<file path="config.mk">
export PLATFORM = sky130hd
export DESIGN_NAME = osc_ctrl
export DESIGN_NICKNAME = d
export VERILOG_FILES = /design/src/rtl/osc_pkg.sv /design/src/rtl/osc_ctrl.sv /design/src/rtl/osc_ref_div.sv
export SDC_FILE = /design/constraint.sdc
export NUM_CORES = 1
export LEC_CHECK = 0
export BUFFER_PORTS_ARGS = -buffer_cell sky130_fd_sc_hd__buf_2
export CORE_MARGIN = 1
export CORE_UTILIZATION = 40
export DETAILED_ROUTE_END_ITERATION = 8
export HOLD_SLACK_MARGIN = 0.15
export SKIP_CTS_REPAIR_TIMING = 1
export SLEW_MARGIN = 0
export SYNTH_ARGS = -nofsm -noshare
export SYNTH_HDL_FRONTEND = slang
export SYNTH_SLANG_ARGS = --single-unit
</file>
<file path="constraint.sdc">
create_clock -name clk_sys -period 4.2 [get_ports clk_sys]
set_input_delay 0.63 -clock clk_sys [delete_from_list [all_inputs] [get_ports clk_sys]]
set_output_delay 0.63 -clock clk_sys [all_outputs]
set_load 0.02 [all_outputs]
</file>
<file path="src/rtl/osc_pkg.sv">
package osc_pkg;

	// ****************************************
	// register map (byte addresses, chosen)
	// ****************************************
	localparam logic [7:0] OSC_ADDR_OSC_CTRL  = 8'h00;
	localparam logic [7:0] OSC_ADDR_PLL_CTRL  = 8'h10;
	localparam logic [7:0] OSC_ADDR_REF_CTRL  = 8'h20;
	localparam logic [7:0] OSC_ADDR_UNLOCK    = 8'h30;
	localparam logic [7:0] OSC_ADDR_STATUS    = 8'h34;

	// unlock keys, written in sequence to the unlock register
	localparam logic [31:0] OSC_KEY1 = 32'haa99_6655;
	localparam logic [31:0] OSC_KEY2 = 32'h5566_99aa;

	// ****************************************
	// oscillator control fields
	// ****************************************
	localparam int OSC_POS_NEW_SEL  = 8;
	localparam int OSC_POS_CUR_SEL  = 12;
	localparam int OSC_POS_LOCK     = 7;
	localparam int OSC_POS_SLEEP    = 4;
	localparam int OSC_POS_FAIL     = 3;
	localparam int OSC_POS_USB_FRC  = 2;
	localparam int OSC_POS_SOSC_EN  = 1;
	localparam int OSC_POS_SWITCH   = 0;

	// pll control fields
	localparam int OSC_POS_PLL_DIV  = 8;
	localparam int OSC_POS_PLL_SRC  = 7;

	// reference clock control fields
	localparam int OSC_POS_REF_DIV  = 16;
	localparam int OSC_POS_REF_ON   = 15;
	localparam int OSC_POS_REF_STOP_IN_IDLE = 13;
	localparam int OSC_POS_REF_OE   = 12;
	localparam int OSC_POS_REF_SLP  = 11;
	localparam int OSC_POS_REF_DSW  = 9;
	localparam int OSC_POS_REF_ACT  = 8;
	localparam int OSC_POS_REF_SEL  = 0;

	// oscillator source codes
	localparam logic [2:0] OSC_SRC_FRC_DIV = 3'h0;
	localparam logic [2:0] OSC_SRC_SYSTEM_PLL    = 3'h1;
	localparam logic [2:0] OSC_SRC_PRIMARY = 3'h2;
	localparam logic [2:0] OSC_SRC_SECOND  = 3'h4;
	localparam logic [2:0] OSC_SRC_LOW_POWER_RC_OSC    = 3'h5;

	// reference sources that ignore run-in-sleep
	localparam logic [3:0] OSC_REF_SEL_SYS = 4'h0;
	localparam logic [3:0] OSC_REF_SEL_PB  = 4'h1;

	// switch settle time and its cycle count at 20 MHz
	localparam int OSC_CLK_HZ       = 20_000_000;
	localparam int OSC_SWITCH_NS    = 400;
	localparam int OSC_SWITCH_CYC   = (OSC_SWITCH_NS * (OSC_CLK_HZ / 1_000_000) + 999) / 1000;
	localparam logic [7:0] OSC_SWITCH_CNT = 8'(OSC_SWITCH_CYC);

	// switch state machine
	typedef enum logic [2:0] {
		OSC_ST_IDLE   = 3'b001,
		OSC_ST_SETTLE = 3'b010,
		OSC_ST_DONE   = 3'b100
	} osc_state_e;

	// configuration straps
	typedef struct packed {
		logic [2:0] initial_osc_select;
		logic       two_speed_startup;
		logic [2:0] pll_input_divider;
		logic       pll_input_source;
	} osc_cfg_s;

	// apb request
	typedef struct packed {
		logic        psel;
		logic        penable;
		logic        pwrite;
		logic [7:0]  paddr;
		logic [31:0] pwdata;
	} osc_apb_req_s;

	// clock steering outputs
	typedef struct packed {
		logic [2:0] current_osc_select;
		logic       secondary_osc_enable;
		logic       usb_fast_rc_enable;
		logic       pll_input_source;
		logic [3:0] pll_divide_by;
		logic       sleep_on_wait;
		logic       idle_on_wait;
	} osc_ctl_s;

endpackage

</file>
<file path="src/rtl/osc_ctrl.sv">
`timescale 1ns/1ps
// What this block does
// - new source codes: low_power_rc_osc, sosc, posc, pll, frc
// - new source loads from straps one cycle after reset release
// - lock bit refuses source and pll changes
// - wait enters sleep or idle per bit
// - fail flag sets on monitor failure
// - usb clock from fast rc when set
// - secondary oscillator runs while enabled
// - switch request clears when switch completes
// - switch request reset follows two-speed strap
// - oscillator and pll control writes need unlock sequence first; reference control writes do not
// - pll divider codes map 1..12
// - fast rc pll input forces divide-by-one
// - pll source bit picks fast rc or primary
// - pll writes blocked while running from pll
// - run-in-sleep ignored for sources zero, one
module osc_ctrl (
	input  wire logic                 clk_sys,        // 20 MHz system clock
	input  wire logic                 sys_rst,        // sync reset, active high
	input  wire logic                 clk_en,         // freeze all state when low
	input  wire osc_pkg::osc_cfg_s    cfg,            // configuration straps
	input  wire osc_pkg::osc_apb_req_s apb_req,       // apb request group
	output logic                      pready,         // apb ready
	output logic [31:0]               prdata,         // apb read data
	output logic                      pslverr,        // apb error
	input  wire logic                 fail_detect,    // monitor failure pin
	input  wire logic                 wait_exec,      // wait instruction pulse
	input  wire logic                 ref_src_tick,   // selected reference source edge
	input  wire logic                 sleep_active,   // device asleep
	output osc_pkg::osc_ctl_s         ctl,            // clock steering
	output logic                      enter_sleep,    // wait goes to sleep
	output logic                      enter_idle,     // wait goes to idle
	output logic                      ref_clk_out,    // reference clock pin
	output logic                      ref_clk_oe      // reference pin enable
);
	import osc_pkg::*;

	// ****************************************
	// state
	// ****************************************
	logic [2:0]  new_osc_select;
	logic [2:0]  current_osc_select;
	logic        clock_select_lock;
	logic        sleep_on_wait_enable;
	logic        clock_fail_flag;
	logic        usb_fast_rc_enable;
	logic        secondary_osc_enable;
	logic        osc_switch_request;
	logic [2:0]  pll_input_divider;
	logic        pll_input_source;
	logic [14:0] ref_clock_divider;
	logic        ref_on;
	logic        stop_in_idle;
	logic        ref_out_enable;
	logic        ref_run_in_sleep;
	logic        ref_divider_switch_enable;
	logic        ref_active;
	logic [3:0]  ref_source_select;
	logic [1:0]  unlock_step;
	logic [7:0]  settle_cnt;
	osc_state_e  state;
	osc_state_e  next_state;
	logic [2:0]  fail_sync;
	logic        seeded;
	logic        ref_raw;

	// ****************************************
	// bus decode
	// ****************************************
	wire access    = apb_req.psel && apb_req.penable;
	wire wr        = access && apb_req.pwrite;
	wire hit_osc   = apb_req.paddr == OSC_ADDR_OSC_CTRL;
	wire hit_pll   = apb_req.paddr == OSC_ADDR_PLL_CTRL;
	wire hit_ref   = apb_req.paddr == OSC_ADDR_REF_CTRL;
	wire hit_unl   = apb_req.paddr == OSC_ADDR_UNLOCK;
	wire hit_stat  = apb_req.paddr == OSC_ADDR_STATUS;
	wire mapped    = hit_osc || hit_pll || hit_ref || hit_unl || hit_stat;
	wire unlocked  = unlock_step == 2'h2;
	wire wr_osc    = wr && hit_osc && unlocked;
	wire wr_pll    = wr && hit_pll && unlocked && !clock_select_lock
		&& current_osc_select != OSC_SRC_SYSTEM_PLL;
	wire wr_ref    = wr && hit_ref;
	wire [31:0] wd = apb_req.pwdata;

	// single-cycle access phase, no wait states
	assign pready  = 1'b1;
	assign pslverr = access && !mapped;

	// ****************************************
	// readback mux
	// ****************************************
	wire [31:0] rd_osc = {17'h0, current_osc_select, 1'b0, new_osc_select, clock_select_lock, 2'h0,
		sleep_on_wait_enable, clock_fail_flag, usb_fast_rc_enable, secondary_osc_enable, osc_switch_request};
	wire [31:0] rd_pll = {21'h0, pll_input_divider, pll_input_source, 7'h0};
	wire [31:0] rd_ref = {1'b0, ref_clock_divider, ref_on, 1'b0, stop_in_idle, ref_out_enable,
		ref_run_in_sleep, 1'b0, ref_divider_switch_enable, ref_active, 4'h0, ref_source_select};
	wire [31:0] rd_stat = {30'h0, unlocked, 1'b0};
	wire [31:0] rd_mux = hit_osc ? rd_osc : hit_pll ? rd_pll : hit_ref ? rd_ref : hit_stat ? rd_stat : 32'h0;

	// read data registered at the setup cycle so it stands through access
	always_ff @(posedge clk_sys) begin
		if (sys_rst) begin
			prdata <= 32'h0;
		end else if (clk_en && apb_req.psel && !apb_req.penable) begin
			prdata <= rd_mux;
		end
	end

	// ****************************************
	// unlock sequence: two keys, then one write
	// ****************************************
	always_ff @(posedge clk_sys) begin
		if (sys_rst) begin
			unlock_step <= 2'h0;
		end else if (clk_en && wr) begin
			if (hit_unl && wd == OSC_KEY1)
				unlock_step <= 2'h1;
			else if (hit_unl && wd == OSC_KEY2 && unlock_step == 2'h1)
				unlock_step <= 2'h2;
			else
				unlock_step <= 2'h0;
		end
	end

	// ****************************************
	// fail pin synchroniser: change on stages two and three agreeing
	// ****************************************
	always_ff @(posedge clk_sys) begin
		if (sys_rst) begin
			fail_sync <= 3'h0;
		end else if (clk_en) begin
			fail_sync <= {fail_sync[1:0], fail_detect};
		end
	end
	wire fail_seen = fail_sync[1] && fail_sync[2];

	// ****************************************
	// switch sequencer
	// ****************************************
	always_comb begin
		next_state = state;
		unique case (state)
			OSC_ST_IDLE:   if (osc_switch_request && seeded) next_state = OSC_ST_SETTLE;
			OSC_ST_SETTLE: if (settle_cnt == 8'h0) next_state = OSC_ST_DONE;
			OSC_ST_DONE:   next_state = OSC_ST_IDLE;
			default:       next_state = OSC_ST_IDLE;
		endcase
	end

	always_ff @(posedge clk_sys) begin
		if (sys_rst) begin
			state      <= OSC_ST_IDLE;
			settle_cnt <= 8'h0;
		end else if (clk_en) begin
			state      <= next_state;
			settle_cnt <= (state == OSC_ST_IDLE) ? OSC_SWITCH_CNT - 8'h1 : settle_cnt - 8'h1;
		end
	end

	// ****************************************
	// oscillator control register
	// ****************************************
	// straps are caught one cycle after reset release, not under reset
	always_ff @(posedge clk_sys) begin
		if (sys_rst) begin
			seeded               <= 1'b0;
			new_osc_select       <= OSC_SRC_FRC_DIV;
			current_osc_select   <= OSC_SRC_FRC_DIV;
			clock_select_lock    <= 1'b0;
			sleep_on_wait_enable <= 1'b0;
			clock_fail_flag      <= 1'b0;
			usb_fast_rc_enable   <= 1'b0;
			secondary_osc_enable <= 1'b0;
			osc_switch_request   <= 1'b0;
			pll_input_divider    <= 3'h0;
			pll_input_source     <= 1'b0;
		end else if (clk_en) begin
			seeded <= 1'b1;
			if (!seeded) begin
				new_osc_select     <= cfg.initial_osc_select;
				current_osc_select <= cfg.initial_osc_select;
				osc_switch_request <= cfg.two_speed_startup;
				pll_input_divider  <= cfg.pll_input_divider;
				pll_input_source   <= cfg.pll_input_source;
			end else begin
				if (wr_osc) begin
					if (!clock_select_lock)
						new_osc_select <= wd[OSC_POS_NEW_SEL +: 3];
					clock_select_lock    <= wd[OSC_POS_LOCK] | clock_select_lock;
					sleep_on_wait_enable <= wd[OSC_POS_SLEEP];
					usb_fast_rc_enable   <= wd[OSC_POS_USB_FRC];
					secondary_osc_enable <= wd[OSC_POS_SOSC_EN];
				end
				// completion wins over a fresh write only once settle ends
				if (state == OSC_ST_DONE) begin
					current_osc_select <= new_osc_select;
					osc_switch_request <= 1'b0;
				end else if (wr_osc && wd[OSC_POS_SWITCH] && !clock_select_lock) begin
					osc_switch_request <= 1'b1;
				end
				if (wr_pll) begin
					pll_input_divider <= wd[OSC_POS_PLL_DIV +: 3];
					pll_input_source  <= wd[OSC_POS_PLL_SRC];
				end
			end
			// failure set wins over a software clear
			if (fail_seen)
				clock_fail_flag <= 1'b1;
			else if (wr_osc && !wd[OSC_POS_FAIL])
				clock_fail_flag <= 1'b0;
		end
	end

	// ****************************************
	// reference clock control register
	// ****************************************
	always_ff @(posedge clk_sys) begin
		if (sys_rst) begin
			ref_clock_divider         <= 15'h0;
			ref_on                    <= 1'b0;
			stop_in_idle              <= 1'b0;
			ref_out_enable            <= 1'b0;
			ref_run_in_sleep          <= 1'b0;
			ref_divider_switch_enable <= 1'b0;
			ref_active                <= 1'b0;
			ref_source_select         <= 4'h0;
		end else if (clk_en) begin
			if (wr_ref) begin
				ref_clock_divider <= wd[OSC_POS_REF_DIV +: 15];
				ref_on            <= wd[OSC_POS_REF_ON];
				stop_in_idle      <= wd[OSC_POS_REF_STOP_IN_IDLE];
				ref_out_enable    <= wd[OSC_POS_REF_OE];
				ref_run_in_sleep  <= wd[OSC_POS_REF_SLP];
				ref_source_select <= wd[OSC_POS_REF_SEL +: 4];
			end
			// divider switch completes one cycle after it is seen
			if (wr_ref && wd[OSC_POS_REF_DSW])
				ref_divider_switch_enable <= 1'b1;
			else if (ref_divider_switch_enable)
				ref_divider_switch_enable <= 1'b0;
			ref_active <= ref_on;
		end
	end

	// ****************************************
	// reference output
	// ****************************************
	// sources zero and one follow the system clock, which stops in sleep anyway
	wire ref_sleep_ok = ref_run_in_sleep && ref_source_select != OSC_REF_SEL_SYS
		&& ref_source_select != OSC_REF_SEL_PB;
	wire ref_run = ref_active && (!sleep_active || ref_sleep_ok);

	osc_ref_div u_ref_div (
		.clk_sys  (clk_sys),
		.sys_rst  (sys_rst),
		.clk_en   (clk_en),
		.run      (ref_run),
		.src_tick (ref_src_tick),
		.divisor  (ref_clock_divider),
		.ref_out  (ref_raw)
	);

	always_ff @(posedge clk_sys) begin
		if (sys_rst) begin
			ref_clk_out <= 1'b0;
			ref_clk_oe  <= 1'b0;
		end else if (clk_en) begin
			ref_clk_out <= ref_raw && ref_out_enable;
			ref_clk_oe  <= ref_out_enable && ref_active;
		end
	end

	// ****************************************
	// wait handling and steering
	// ****************************************
	assign enter_sleep = wait_exec && sleep_on_wait_enable;
	assign enter_idle  = wait_exec && !sleep_on_wait_enable;

	// divide code table: 1,2,3,4,5,6,10,12
	wire [3:0] div_table = (pll_input_divider == 3'h7) ? 4'hc :
		(pll_input_divider == 3'h6) ? 4'ha : 4'(pll_input_divider) + 4'h1;

	always_ff @(posedge clk_sys) begin
		if (sys_rst) begin
			ctl <= '0;
		end else if (clk_en) begin
			ctl.current_osc_select   <= current_osc_select;
			ctl.secondary_osc_enable <= secondary_osc_enable;
			ctl.usb_fast_rc_enable   <= usb_fast_rc_enable;
			ctl.pll_input_source     <= pll_input_source;
			ctl.pll_divide_by        <= pll_input_source ? 4'h1 : div_table;
			ctl.sleep_on_wait        <= sleep_on_wait_enable;
			ctl.idle_on_wait         <= !sleep_on_wait_enable;
		end
	end
endmodule

</file>
<file path="src/rtl/osc_ref_div.sv">
`timescale 1ns/1ps
module osc_ref_div (
	input  wire logic        clk_sys,     // system clock
	input  wire logic        sys_rst,     // sync reset
	input  wire logic        clk_en,      // freeze when low
	input  wire logic        run,         // divider running
	input  wire logic        src_tick,    // selected source edge
	input  wire logic [14:0] divisor,     // half-period count
	output logic             ref_out      // divided clock
);
	import osc_pkg::*;

	logic [14:0] count;
	logic        toggle;

	// zero divisor passes each source tick straight through
	assign toggle = src_tick && (divisor == 15'h0 || count == divisor - 15'h1);

	// ****************************************
	// divider counter
	// ****************************************
	always_ff @(posedge clk_sys) begin
		if (sys_rst) begin
			count   <= 15'h0;
			ref_out <= 1'b0;
		end else if (clk_en) begin
			if (!run) begin
				count   <= 15'h0;
				ref_out <= 1'b0;
			end else if (toggle) begin
				count   <= 15'h0;
				ref_out <= !ref_out;
			end else if (src_tick) begin
				count <= count + 15'h1;
			end
		end
	end
endmodule

</file>
-- After elaboration in Yosys (flattened, before gate mapping)
Index checks and enable logic that the tools add are counted.
- input port bits: 58
- register bits: 120
- output and inout port bits: 50
- reduce and logical (&&, ||, !) cells: 58
- multiplexer cells: 33
- add/sub/neg operators: 4
- equality and inequality tests: 25
- bitwise logic cells: 1
- operators by type and width (kind ; number):
    $mux 31 ; 3
    $mux 15 ; 3
    $eq 32x31->1 const B ; 1
    $eq 32x32->1 const B ; 1
    $logic_and 1x1->1 ; 30
    $mux 3 ; 9
    $eq 8x6->1 const B ; 3
    $logic_not 8->1 ; 2
    $add 15x1->15 const B ; 1
    $eq 15x15->1 ; 1
    $logic_not 15->1 ; 1
    $sub 15x1->15 const B ; 1
    $reduce_and 2->1 ; 7
    $mux 4 ; 3
    $mux 1 ; 10
    $eq 3x3->1 const B ; 3
    $reduce_and 3->1 ; 3
    $eq 8x5->1 const B ; 1
    $mux 8 ; 1
    $ne 2x2->1 const B ; 4
    $sub 8x1->8 const B ; 1
    $logic_not 1->1 ; 7
    $logic_or 1x1->1 ; 6
    $mux 2 ; 3
    13 further kinds ; 16

-- Depth between registers and ports, before layout
Gate-level depths: netlist of run 1.
- word-level depth: 9
- mapped depth: 12

-- Cells and area by module
A second synthesis of run 1 with hierarchy kept.
- cells, all modules: 674
- area total of the unflattened synthesis: 5913.2 um^2
- by module, submodules not included (module ; cells an instance ; times used ; area each (um^2)):
    osc_ctrl ; 507 ; 1 ; 4590.7
    osc_ref_div ; 167 ; 1 ; 1322.5

-- Least setup slack after synthesis of run 1
Ideal clock, no wire load.
- path kind: flip-flop to flip-flop
- start point: register ref_clock_divider[0]
- end point: register u_ref_div.ref_out
- period minus slack after synthesis: 2.670 ns
- cell stages (with the launch flop): 12
- path buffers: 2
- setup slack: 1.530 ns
- data required time: 4.133 ns
- arrival time: 2.603 ns
- cells stage by stage: dfxtp_1 clkbuf_1 inv_1 ha_1 clkbuf_1 nor4b_1 o211ai_1 a211o_1 nor3_2 nand4_2 a211o_1 a21oi_2
- longest elaborated chain between the ends: 6
- ends and longest elaborated chain (item ; line ; text):
    start, declared ; osc_ctrl.sv:52 ; logic [14:0] ref_clock_divider;
    start signal, assigned ; osc_ctrl.sv:230 ; ref_clock_divider <= wd[OSC_POS_REF_DIV +: 15];
    $sub 15x1->15 ; osc_ref_div.sv:17 ; assign toggle = src_tick && (divisor == 15'h0 || count == divisor - 15'h1);
    $eq 15x15->1 ; osc_ref_div.sv:17 ;
    $logic_or 1x1->1 * ; osc_ref_div.sv:17 ;
    $logic_and 1x1->1 * ; osc_ref_div.sv:17 ;
    $ne 2x2->1 (no source line) * ; - ;
    $reduce_and 2->1 (no source line) * ; - ;
    end signal, assigned ; osc_ref_div.sv:32 ; ref_out <= !ref_out;
    end, declared ; osc_ref_div.sv:9 ; output logic ref_out
Every way passes the cells marked *; elsewhere a longest branch is shown, timed or not.
A chain may end at the register's enable or synchronous reset.

-- Worst setup path after layout of run 1
- start point: register ref_clock_divider[0]
- end point: register u_ref_div.count[9]
- longest elaborated chain between the ends: 6
- ends and longest elaborated chain (item ; line ; text):
    $sub 15x1->15 ; osc_ref_div.sv:17 ;
    $eq 15x15->1 ; osc_ref_div.sv:17 ;
    $logic_or 1x1->1 * ; osc_ref_div.sv:17 ;
    $logic_and 1x1->1 * ; osc_ref_div.sv:17 ;
    $ne 3x3->1 (no source line) / $mux 15 (equally long branches) ; - ;
    $reduce_and 2->1 (no source line) / $mux 15 (equally long branches) ; - ;
    end signal, assigned ; osc_ref_div.sv:34 ; count <= count + 15'h1;
    end, declared ; osc_ref_div.sv:13 ; logic [14:0] count;
Marked as above.

==> results of run 1 <==
cells in the final DEF (no fill, tap or decap), types with 4 or more instances in the layout:
cell and instances:
or3_1 7, nor4_1 8, xor2_1 16, clkbuf_16 17, nor3_2 4, a21oi_1 51
o21bai_1 4, a211o_1 5, xnor2_1 17, a211oi_1 7, ha_1 6, a22oi_1 25
conb_1 4, dfxtp_1 117, nand4_1 8, nand2b_1 5, nor3_1 15, and3_1 5
buf_2 103, mux2_2 7, nand2_1 78, nor4bb_1 4, nor4b_1 5, o21ai_0 23
nor2_1 96, o211ai_1 4, mux2i_1 28, buf_4 6, nand3_1 25, inv_1 17
cell families (layout without fill, tap and decap cells):
group	count (synthesis)	after routing	synth area share
other	2	4	0.00134
adders and majority gates	6	6	0.0134
buffers and inverters	60	158	0.0449
DFF	117	117	0.417
AOI/OAI and AO/OA	137	137	0.155
xor gates and xnor gates	33	33	0.0514
and+or+nand+nor	289	289	0.253
muxes	35	35	0.0639
cells in the mapped netlist (all sizes together) (2+ instances only):
| cell | number | area, sq um |
|---|---|---|
| nor3 | 19 | 110 |
| ha | 6 | 75.1 |
| mux2 | 7 | 78.8 |
| nand2 | 78 | 293 |
| a31oi | 2 | 12.5 |
| a21o | 2 | 15.0 |
| o21ai | 23 | 115 |
| nor4bb | 4 | 40.0 |
| a32oi | 4 | 42.6 |
| nand4 | 9 | 62.6 |
| clkbuf | 34 | 128 |
| nand4b | 2 | 17.5 |
| nor3b | 3 | 22.5 |
| nand3b | 4 | 33.8 |
| a211oi | 7 | 52.6 |
| a21oi | 52 | 264 |
| a22oi | 25 | 188 |
| and4 | 2 | 17.5 |
| mux2i | 28 | 280 |
| and3 | 5 | 31.3 |
| nand3 | 25 | 125 |
| nor2b | 3 | 18.8 |
| a211o | 5 | 43.8 |
| o21bai | 4 | 30.0 |
| and4b | 3 | 30.0 |
| nor4b | 5 | 43.8 |
| and2 | 2 | 12.5 |
| nor4 | 8 | 50.1 |
| o211ai | 4 | 30.0 |
| buf | 9 | 61.3 |
| nand2b | 5 | 31.3 |
| conb | 2 | 7.51 |
| or3 | 7 | 43.8 |
| o21a | 2 | 15.0 |
| and3b | 2 | 17.5 |
| or4 | 3 | 26.3 |
| xor2 | 16 | 140 |
| inv | 17 | 63.8 |
| nor2 | 96 | 360 |
| dfxtp | 117 | 2340 |
| xnor2 | 17 | 149 |
registers in the layout (all words and copies together), names as in the netlist, 4 cells and up:
register           count
ctl                   12
prdata                29
ref_clock_divider     15
ref_source_select      4
settle_cnt             8
u_ref_div.count       15
stage by stage:
step | utilization | setup slack [ps] | cells | hold WS, ps
5_1_grt | 0.507 | 882 | 955 | 475
3_3_place_gp | 0.463 | 1180 | 923 | 438
2_1_floorplan | - | 1530 | 681 | 433
4_1_cts | 0.507 | 1240 | 955 | 459
3_5_place_dp | 0.463 | 1170 | 923 | 445
6_report | 0.507 | 1230 | 955 | 460
report_power, final:
part	switching, mW	total (mW)	internal [mW]
registers	0.0243	1.16	1.13
logic	0.116	0.188	0.0720
clock network	0.525	1.45	0.921
total	0.665	2.79	2.12
path summary, 6_finish.rpt:
path | from | to | slack, ps | cells after the start
setup / recovery | ref_clock_divider[0]$_SDFFE_PP0P_ | u_ref_div.count[9]$_SDFFE_PP0P_ | 1230 | 9
hold / removal | prdata[14]$_SDFFE_PP0P_ | prdata[14]$_SDFFE_PP0P_ | 460 | 2
setup reg to reg | ref_clock_divider[0]$_SDFFE_PP0P_ | u_ref_div.count[9]$_SDFFE_PP0P_ | 1230 | 9
hold reg to reg | prdata[14]$_SDFFE_PP0P_ | prdata[14]$_SDFFE_PP0P_ | 460 | 2
tightest hold or removal path, delay by kind of cell, from the launching register on:
family             cells  cell delay (ps)
AOI/OAI and AO/OA      1               50
and+or+nand+nor        1               50
DFF                    1              310
area by class of cell:
cell class,count,share of cell area
tap,176,0.0323
inverter,17,0.00935
sequential,117,0.343
timing repair buffer,109,0.0822
multi-input combinational,504,0.446
clock buffer,21,0.0690
clock inverter,11,0.0182
metal layers:
layer  routed length (microns)  track usage  vias to the layer above
met3                       887       0.0703                       17
met1                      7200        0.281                     2487
met2                      7610        0.370                      145
li1                          -            -                     2571
met4                       240       0.0710                        0
met5                         0            0                        -
==> impl_results.md, run 1 <==
- Clock slew seen by the registers of the worst setup and hold paths: 60 ps
- Hold crit path type: reg -> reg
- Initial Utilization: 0.418
- LEAKAGE: 2.80 nW
- Register area: 2340 sq um
- Crit path cell chain: inv_1, ha_1, nor4b_1, o211ai_1, a211o_1, nor3_2, nand4_2, nand3b_2, nor2_1
- Clk_lat worst skew: 410 ps
- Max-Slew Margin vs Limit: 0.350
- Crit path DAT: 3250 ps
- Top-level I/O count: 108
- Routed wire per std cell: 16.7 microns
- Vias post-DR: 5,220
- Final Cell Area: 6820 sq um
- 1st-iter DRT viols: 317
- Rows: 42
- PortBufs: 103
- Final Hold Fails: 0
- EDFF count, synth: 0
- GR Util All Layers: 0.226
- Register area share after synthesis: 0.417
- Clock buffer depth: 2
- Critical path class: reg -> reg
- Fill cells: 1,333
- Die height: 121 microns
- Post-synth ARST share: 0
- Slowest-stage cell, CP: nor4b_1
- Hpwl dp: 11,600 microns
- Routed WL: 15,900 microns
- Final worst path period share: 0.708
- Yosys warns: 0
- CTS Buf Count: 17
- Die area: 14,500 sq um
- Post-place instance area: 6230 sq um
- Largest net degree at the start of global routing: 66
- Worst-path fanout max: 15
- First-pass GRT wire length: 25,400 microns
- Worst VDD drop: 0.287 mV
- Die width: 121 microns
- Seq cells post-synth: 117
- Detail Route Antenna Nets: 0
- CTS HTree Levels: 4
- Critical Path Max Stage Delay: 670 ps
- Final #Nets: 830
- Synth unique cells: 61
- Drt first pass iters: 5
- Number of vias per cell: 5.47
- Post-synthesis cell count: 679
- Sink Count: 117
- Root Buffer: clkbuf_16
- Fmax: 0.336 GHz
- Clock Skew: 7.57 ps
- Startpoint type of the worst setup path: flop
- Syn Area/Cell: 8.28 sq um
- Setup violators final: 0
- Top Family by Delay on Critical Path: simple AND/OR/NAND/NOR gates
- Placer congestion estimate: 0.853
- DRC viols: 0
- Core area: 13,500 sq um
- Tot Pwr: 2.79 mW
- TritonCTS clock tree: done
- Antenna diodes: 0
- Footprint of the multi-input gates: 3040 sq um
- Antenna violations before repair: 0
- Vias in the first global route: 5,054
- Fin. max-slew vios: 0
- Status: completed
- Layout area overhead: 21.3%
- Synth Flop Type: dfxtp_1
- Worst setup EP type: flop
- Layout cells sized above 1: 0.203
- Final min period: 2970 ps
- Max cap viols: 0
- CP Buf/Inv Count: 1
- PD cells: 409 nW/um^2
- CP required: 4480 ps
- RSZ-0062 raised after global routing: no
- Post-Syn Area: 5620 sq um
- Remaining Overflow, GRT: 0
- Worst-Margin Slew: 967 ps
- TNS Setup: 0 ps
No activity file was read; power rests on OpenSTA's default activity.
==> run 2, diff against run 1 <==
Settings changed: ABC_AREA set to 1.
Clock period 4.2 ns to 2.75 ns, I/O delays scaled along.
==> impl_results.md, run 2 <==
- Syn Area/Cell: 6.95 sq um (-16%)
- Hpwl dp: 12,400 microns (+7.2%)
- First-pass GRT wire length: 26,600 microns (+4.6%)
- Worst-path fanout max: 13 (-2)
- Rows: 43 (+2.4%)
- Adder-Cell Fraction of Synth Area: 0.0129 (-0.000428)
- CP required: 3110 ps (-1370 ps)
- Post-synth top area share: 0.403 (-0.0134)
- Clock buffer depth: 2 (unchanged)
- Die width: 123 microns (+1.6%)
- Largest area contributor in the netlist: dfxtp_1
- Util after Layout: 0.504 (-0.00266)
- Mux cell area share after synthesis: 0 (-0.0639)
- Post-Syn Area: 5810 sq um (+3.3%)
- Root Buffer: clkbuf_16
- Compound-gate portion of the synthesized area: 0.164 (+0.00837)
- Detail Route Antenna Nets: 0 (unchanged)
- Critical path class: reg -> reg
- Routed WL: 16,800 microns (+5.5%)
- 1st-iter DRT viols: 398 (+26%)
- GR Util All Layers: 0.234 (+0.00819)
- Die height: 123 microns (+1.6%)
- Largest regs: prdata x29, ref_clock_divider x15, u_ref_div.count x15
- Die area: 15,000 sq um (+3.3%)
- Commonest non-fill, non-tap cell in the layout: nand2_1
- PortBufs: 103 (unchanged)
- Placer congestion estimate: 0.918 (+7.6%)
- Slowest-stage cell, CP: inv_1
- Fill cells: 1,448 (+8.6%)
- Top-level I/O count: 108 (unchanged)
- Clock slew seen by the registers of the worst setup and hold paths: 50 ps (about the same)
- Post-synth ARST share: 0 (unchanged)
- Most frequent cells in the layout: nand2_1 (170), dfxtp_1 (117), inv_1 (105), buf_2 (103), nor2_1 (82)
- Final worst path period share: 0.772 (+0.0641)
- Final Hold Fails: 0 (unchanged)
- TNS Setup: 0 ps (unchanged)
- Clk_lat worst skew: 420 ps (about the same)
- Final setup margin: 627 ps (-600 ps)
- Crit path cell chain: inv_1, nand3_1, nand2_1, a21oi_1, nand2_1, nand2_1, inv_1, nand3_1, nor2_1, nand3b_1, nand2_1, nand3_1, nor2_1
- Max reg flops: 29 (unchanged)
- Largest family of logic cells by synthesized area: simple AND/OR/NAND/NOR gates
- Max-Slew Margin vs Limit: 0.436 (+0.0856)
- Synth Area in XOR/XNOR: 0.0304 (-0.0210)
- Critical Path Max Stage Delay: 390 ps (-280 ps)
- Largest net degree at the start of global routing: 68 (+3.0%)
- Number of vias per cell: 5.11 (-6.6%)
- Initial Utilization: 0.414 (-0.00426)
- Vias post-DR: 5,751 (+10%)
- Final #Nets: 997 (+20%)
- CTS HTree Levels: 4 (unchanged)
- Final min period: 2120 ps (-850 ps)
- Remaining Overflow, GRT: 0 (unchanged)
- Synth unique cells: 40 (-34%)
- TritonCTS clock tree: done
- Seq cells post-synth: 117 (unchanged)
- Worst VDD drop: 0.503 mV (+75%)
- Clock Skew: 6.45 ps (-1.12 ps)
- CTS Buf Count: 17 (unchanged)
- Status: completed
- Antenna violations before repair: 0 (unchanged)
- Antenna diodes: 0 (unchanged)
- Layout area overhead: 21.9%
- Setup violators final: 0 (unchanged)
- Drt first pass iters: 5 (unchanged)
- Layout cells sized above 1: 0.180 (-0.0231)
- Crit path DAT: 2480 ps (-770 ps)
- Top-count cell post-synth: nand2_1
- Synth cell count leaders: nand2_1 (170), dfxtp_1 (117), inv_1 (105)
- Core area: 14,000 sq um (+4.4%)
- RSZ-0062 raised after global routing: no
- Post-synthesis cell count: 836 (+23%)
- Fin. max-slew vios: 0 (unchanged)
- LEAKAGE: 3.20 nW (+14%)
- Synth Flop Type: dfxtp_1
- Max cap viols: 0 (unchanged)
- Yosys warns: 0 (unchanged)
- Placed Cells: 1,094 (+19%)
- Register area: 2340 sq um (unchanged)
- Fmax: 0.471 GHz (+40%)
- Routed wire per std cell: 14.9 microns (-11%)
- DRC viols: 0 (unchanged)
- Placement Setup Slack: 425 ps (-740 ps)
- Register area share after synthesis: 0.403 (-0.0134)
- Non-Filler Instances: 1,126 (+18%)
- Hold crit path type: in -> reg
- Footprint of the multi-input gates: 2900 sq um (-4.7%)
- Worst path most repeated cell: nand2_1
- EDFF count, synth: 0 (unchanged)
- Largest cells by area after synthesis: dfxtp_1 (40%), nand2_1 (11%), inv_1 (6.8%), a21oi_1 (6.5%), o21ai_0 (5.9%)
- PD cells: 657 nW/um^2 (+61%)
- Simple-gate share of the synthesized area: 0.289 (+0.0354)
- Sink Count: 117 (unchanged)
- Worst-Margin Slew: 845 ps (-122 ps)
- Top reg by flops: prdata
- Vias in the first global route: 5,095 (+0.81%)
- Worst setup EP type: flop
- Startpoint type of the worst setup path: flop
## run 2: cell types whose count changed after synthesis, sizes merged, moves of 7 or more
cell,previous run,this run
a31oi,2,17
clkbuf,34,22
xnor2,17,5
a22oi,25,0
a21oi,52,75
nor3,19,10
mux2,7,0
nand3,25,52
mux2i,28,0
or3,7,0
inv,17,107
nand2,78,175
o21ai,23,69
nand4,9,17
## run 2: cells by family (layout without fill, tap and decap cells)
family          count (synthesis)  count (layout)
compound gates                177             177
fa+ha+maj                       6               6
simple gates                  373             373
buf+inv                       144             252
other cells                     2               4
xor+xnor                       17              17
flops                         117             117
## run 2: layout make-up
cell class,count,area share
inverter,109,0.0578
clock inverter,12,0.0251
clock buffer,20,0.0645
sequential,117,0.331
timing repair buffer,111,0.0813
tap,180,0.0318
multi-input combinational,577,0.409
## run 2: path summary, 6_finish.rpt
| check | from | endpoint | slack [ps] | depth (start not counted) |
|---|---|---|---|---|
| min | fail_detect | fail_sync[0]$_SDFFE_PP0P_ | 230 | 3 |
| max reg2reg | ref_source_select[2]$_SDFFE_PP0P_ | u_ref_div.count[9]$_SDFFE_PP0P_ | 630 | 13 |
| max | ref_source_select[2]$_SDFFE_PP0P_ | u_ref_div.count[9]$_SDFFE_PP0P_ | 630 | 13 |
| min reg2reg | ctl[5]$_SDFFE_PP0P_ | ctl[5]$_SDFFE_PP0P_ | 460 | 2 |
## run 2: metal layers
layer,share of wire,GRT usage,vias up
met5,0,0,-
met3,0.063,0.0534,17
met2,0.44,0.353,187
met4,0.013,0.0747,0
met1,0.49,0.328,2604
li1,-,-,2943
## run 2: power breakdown
part | switching (mW) | leakage (nW) | internal (mW)
sequential | 0.0593 | 0.952 | 1.77
clock | 0.810 | 0.298 | 1.56
combinational | 0.303 | 1.95 | 0.152
total | 1.17 | 3.20 | 3.48
## run 2: worst max-delay path: cells and delay by family, from the launching register on
| family | cells | cell delay [ps] |
|---|---|---|
| flip-flops | 1 | 290 |
| AO/OA/AOI/OAI | 1 | 130 |
| buffers and inverters | 2 | 490 |
| AND/OR/NAND/NOR | 10 | 1150 |
## run 2: through the flow
stage	cell area, sq um	power, mW	hold WS (ps)
final	7080	4.66	231
after global routing	7080	4.84	246
after CTS	7080	4.68	224
after detailed placement	6450	2.32	456
after global placement	6450	2.32	453
after floorplan	5820	2.16	440
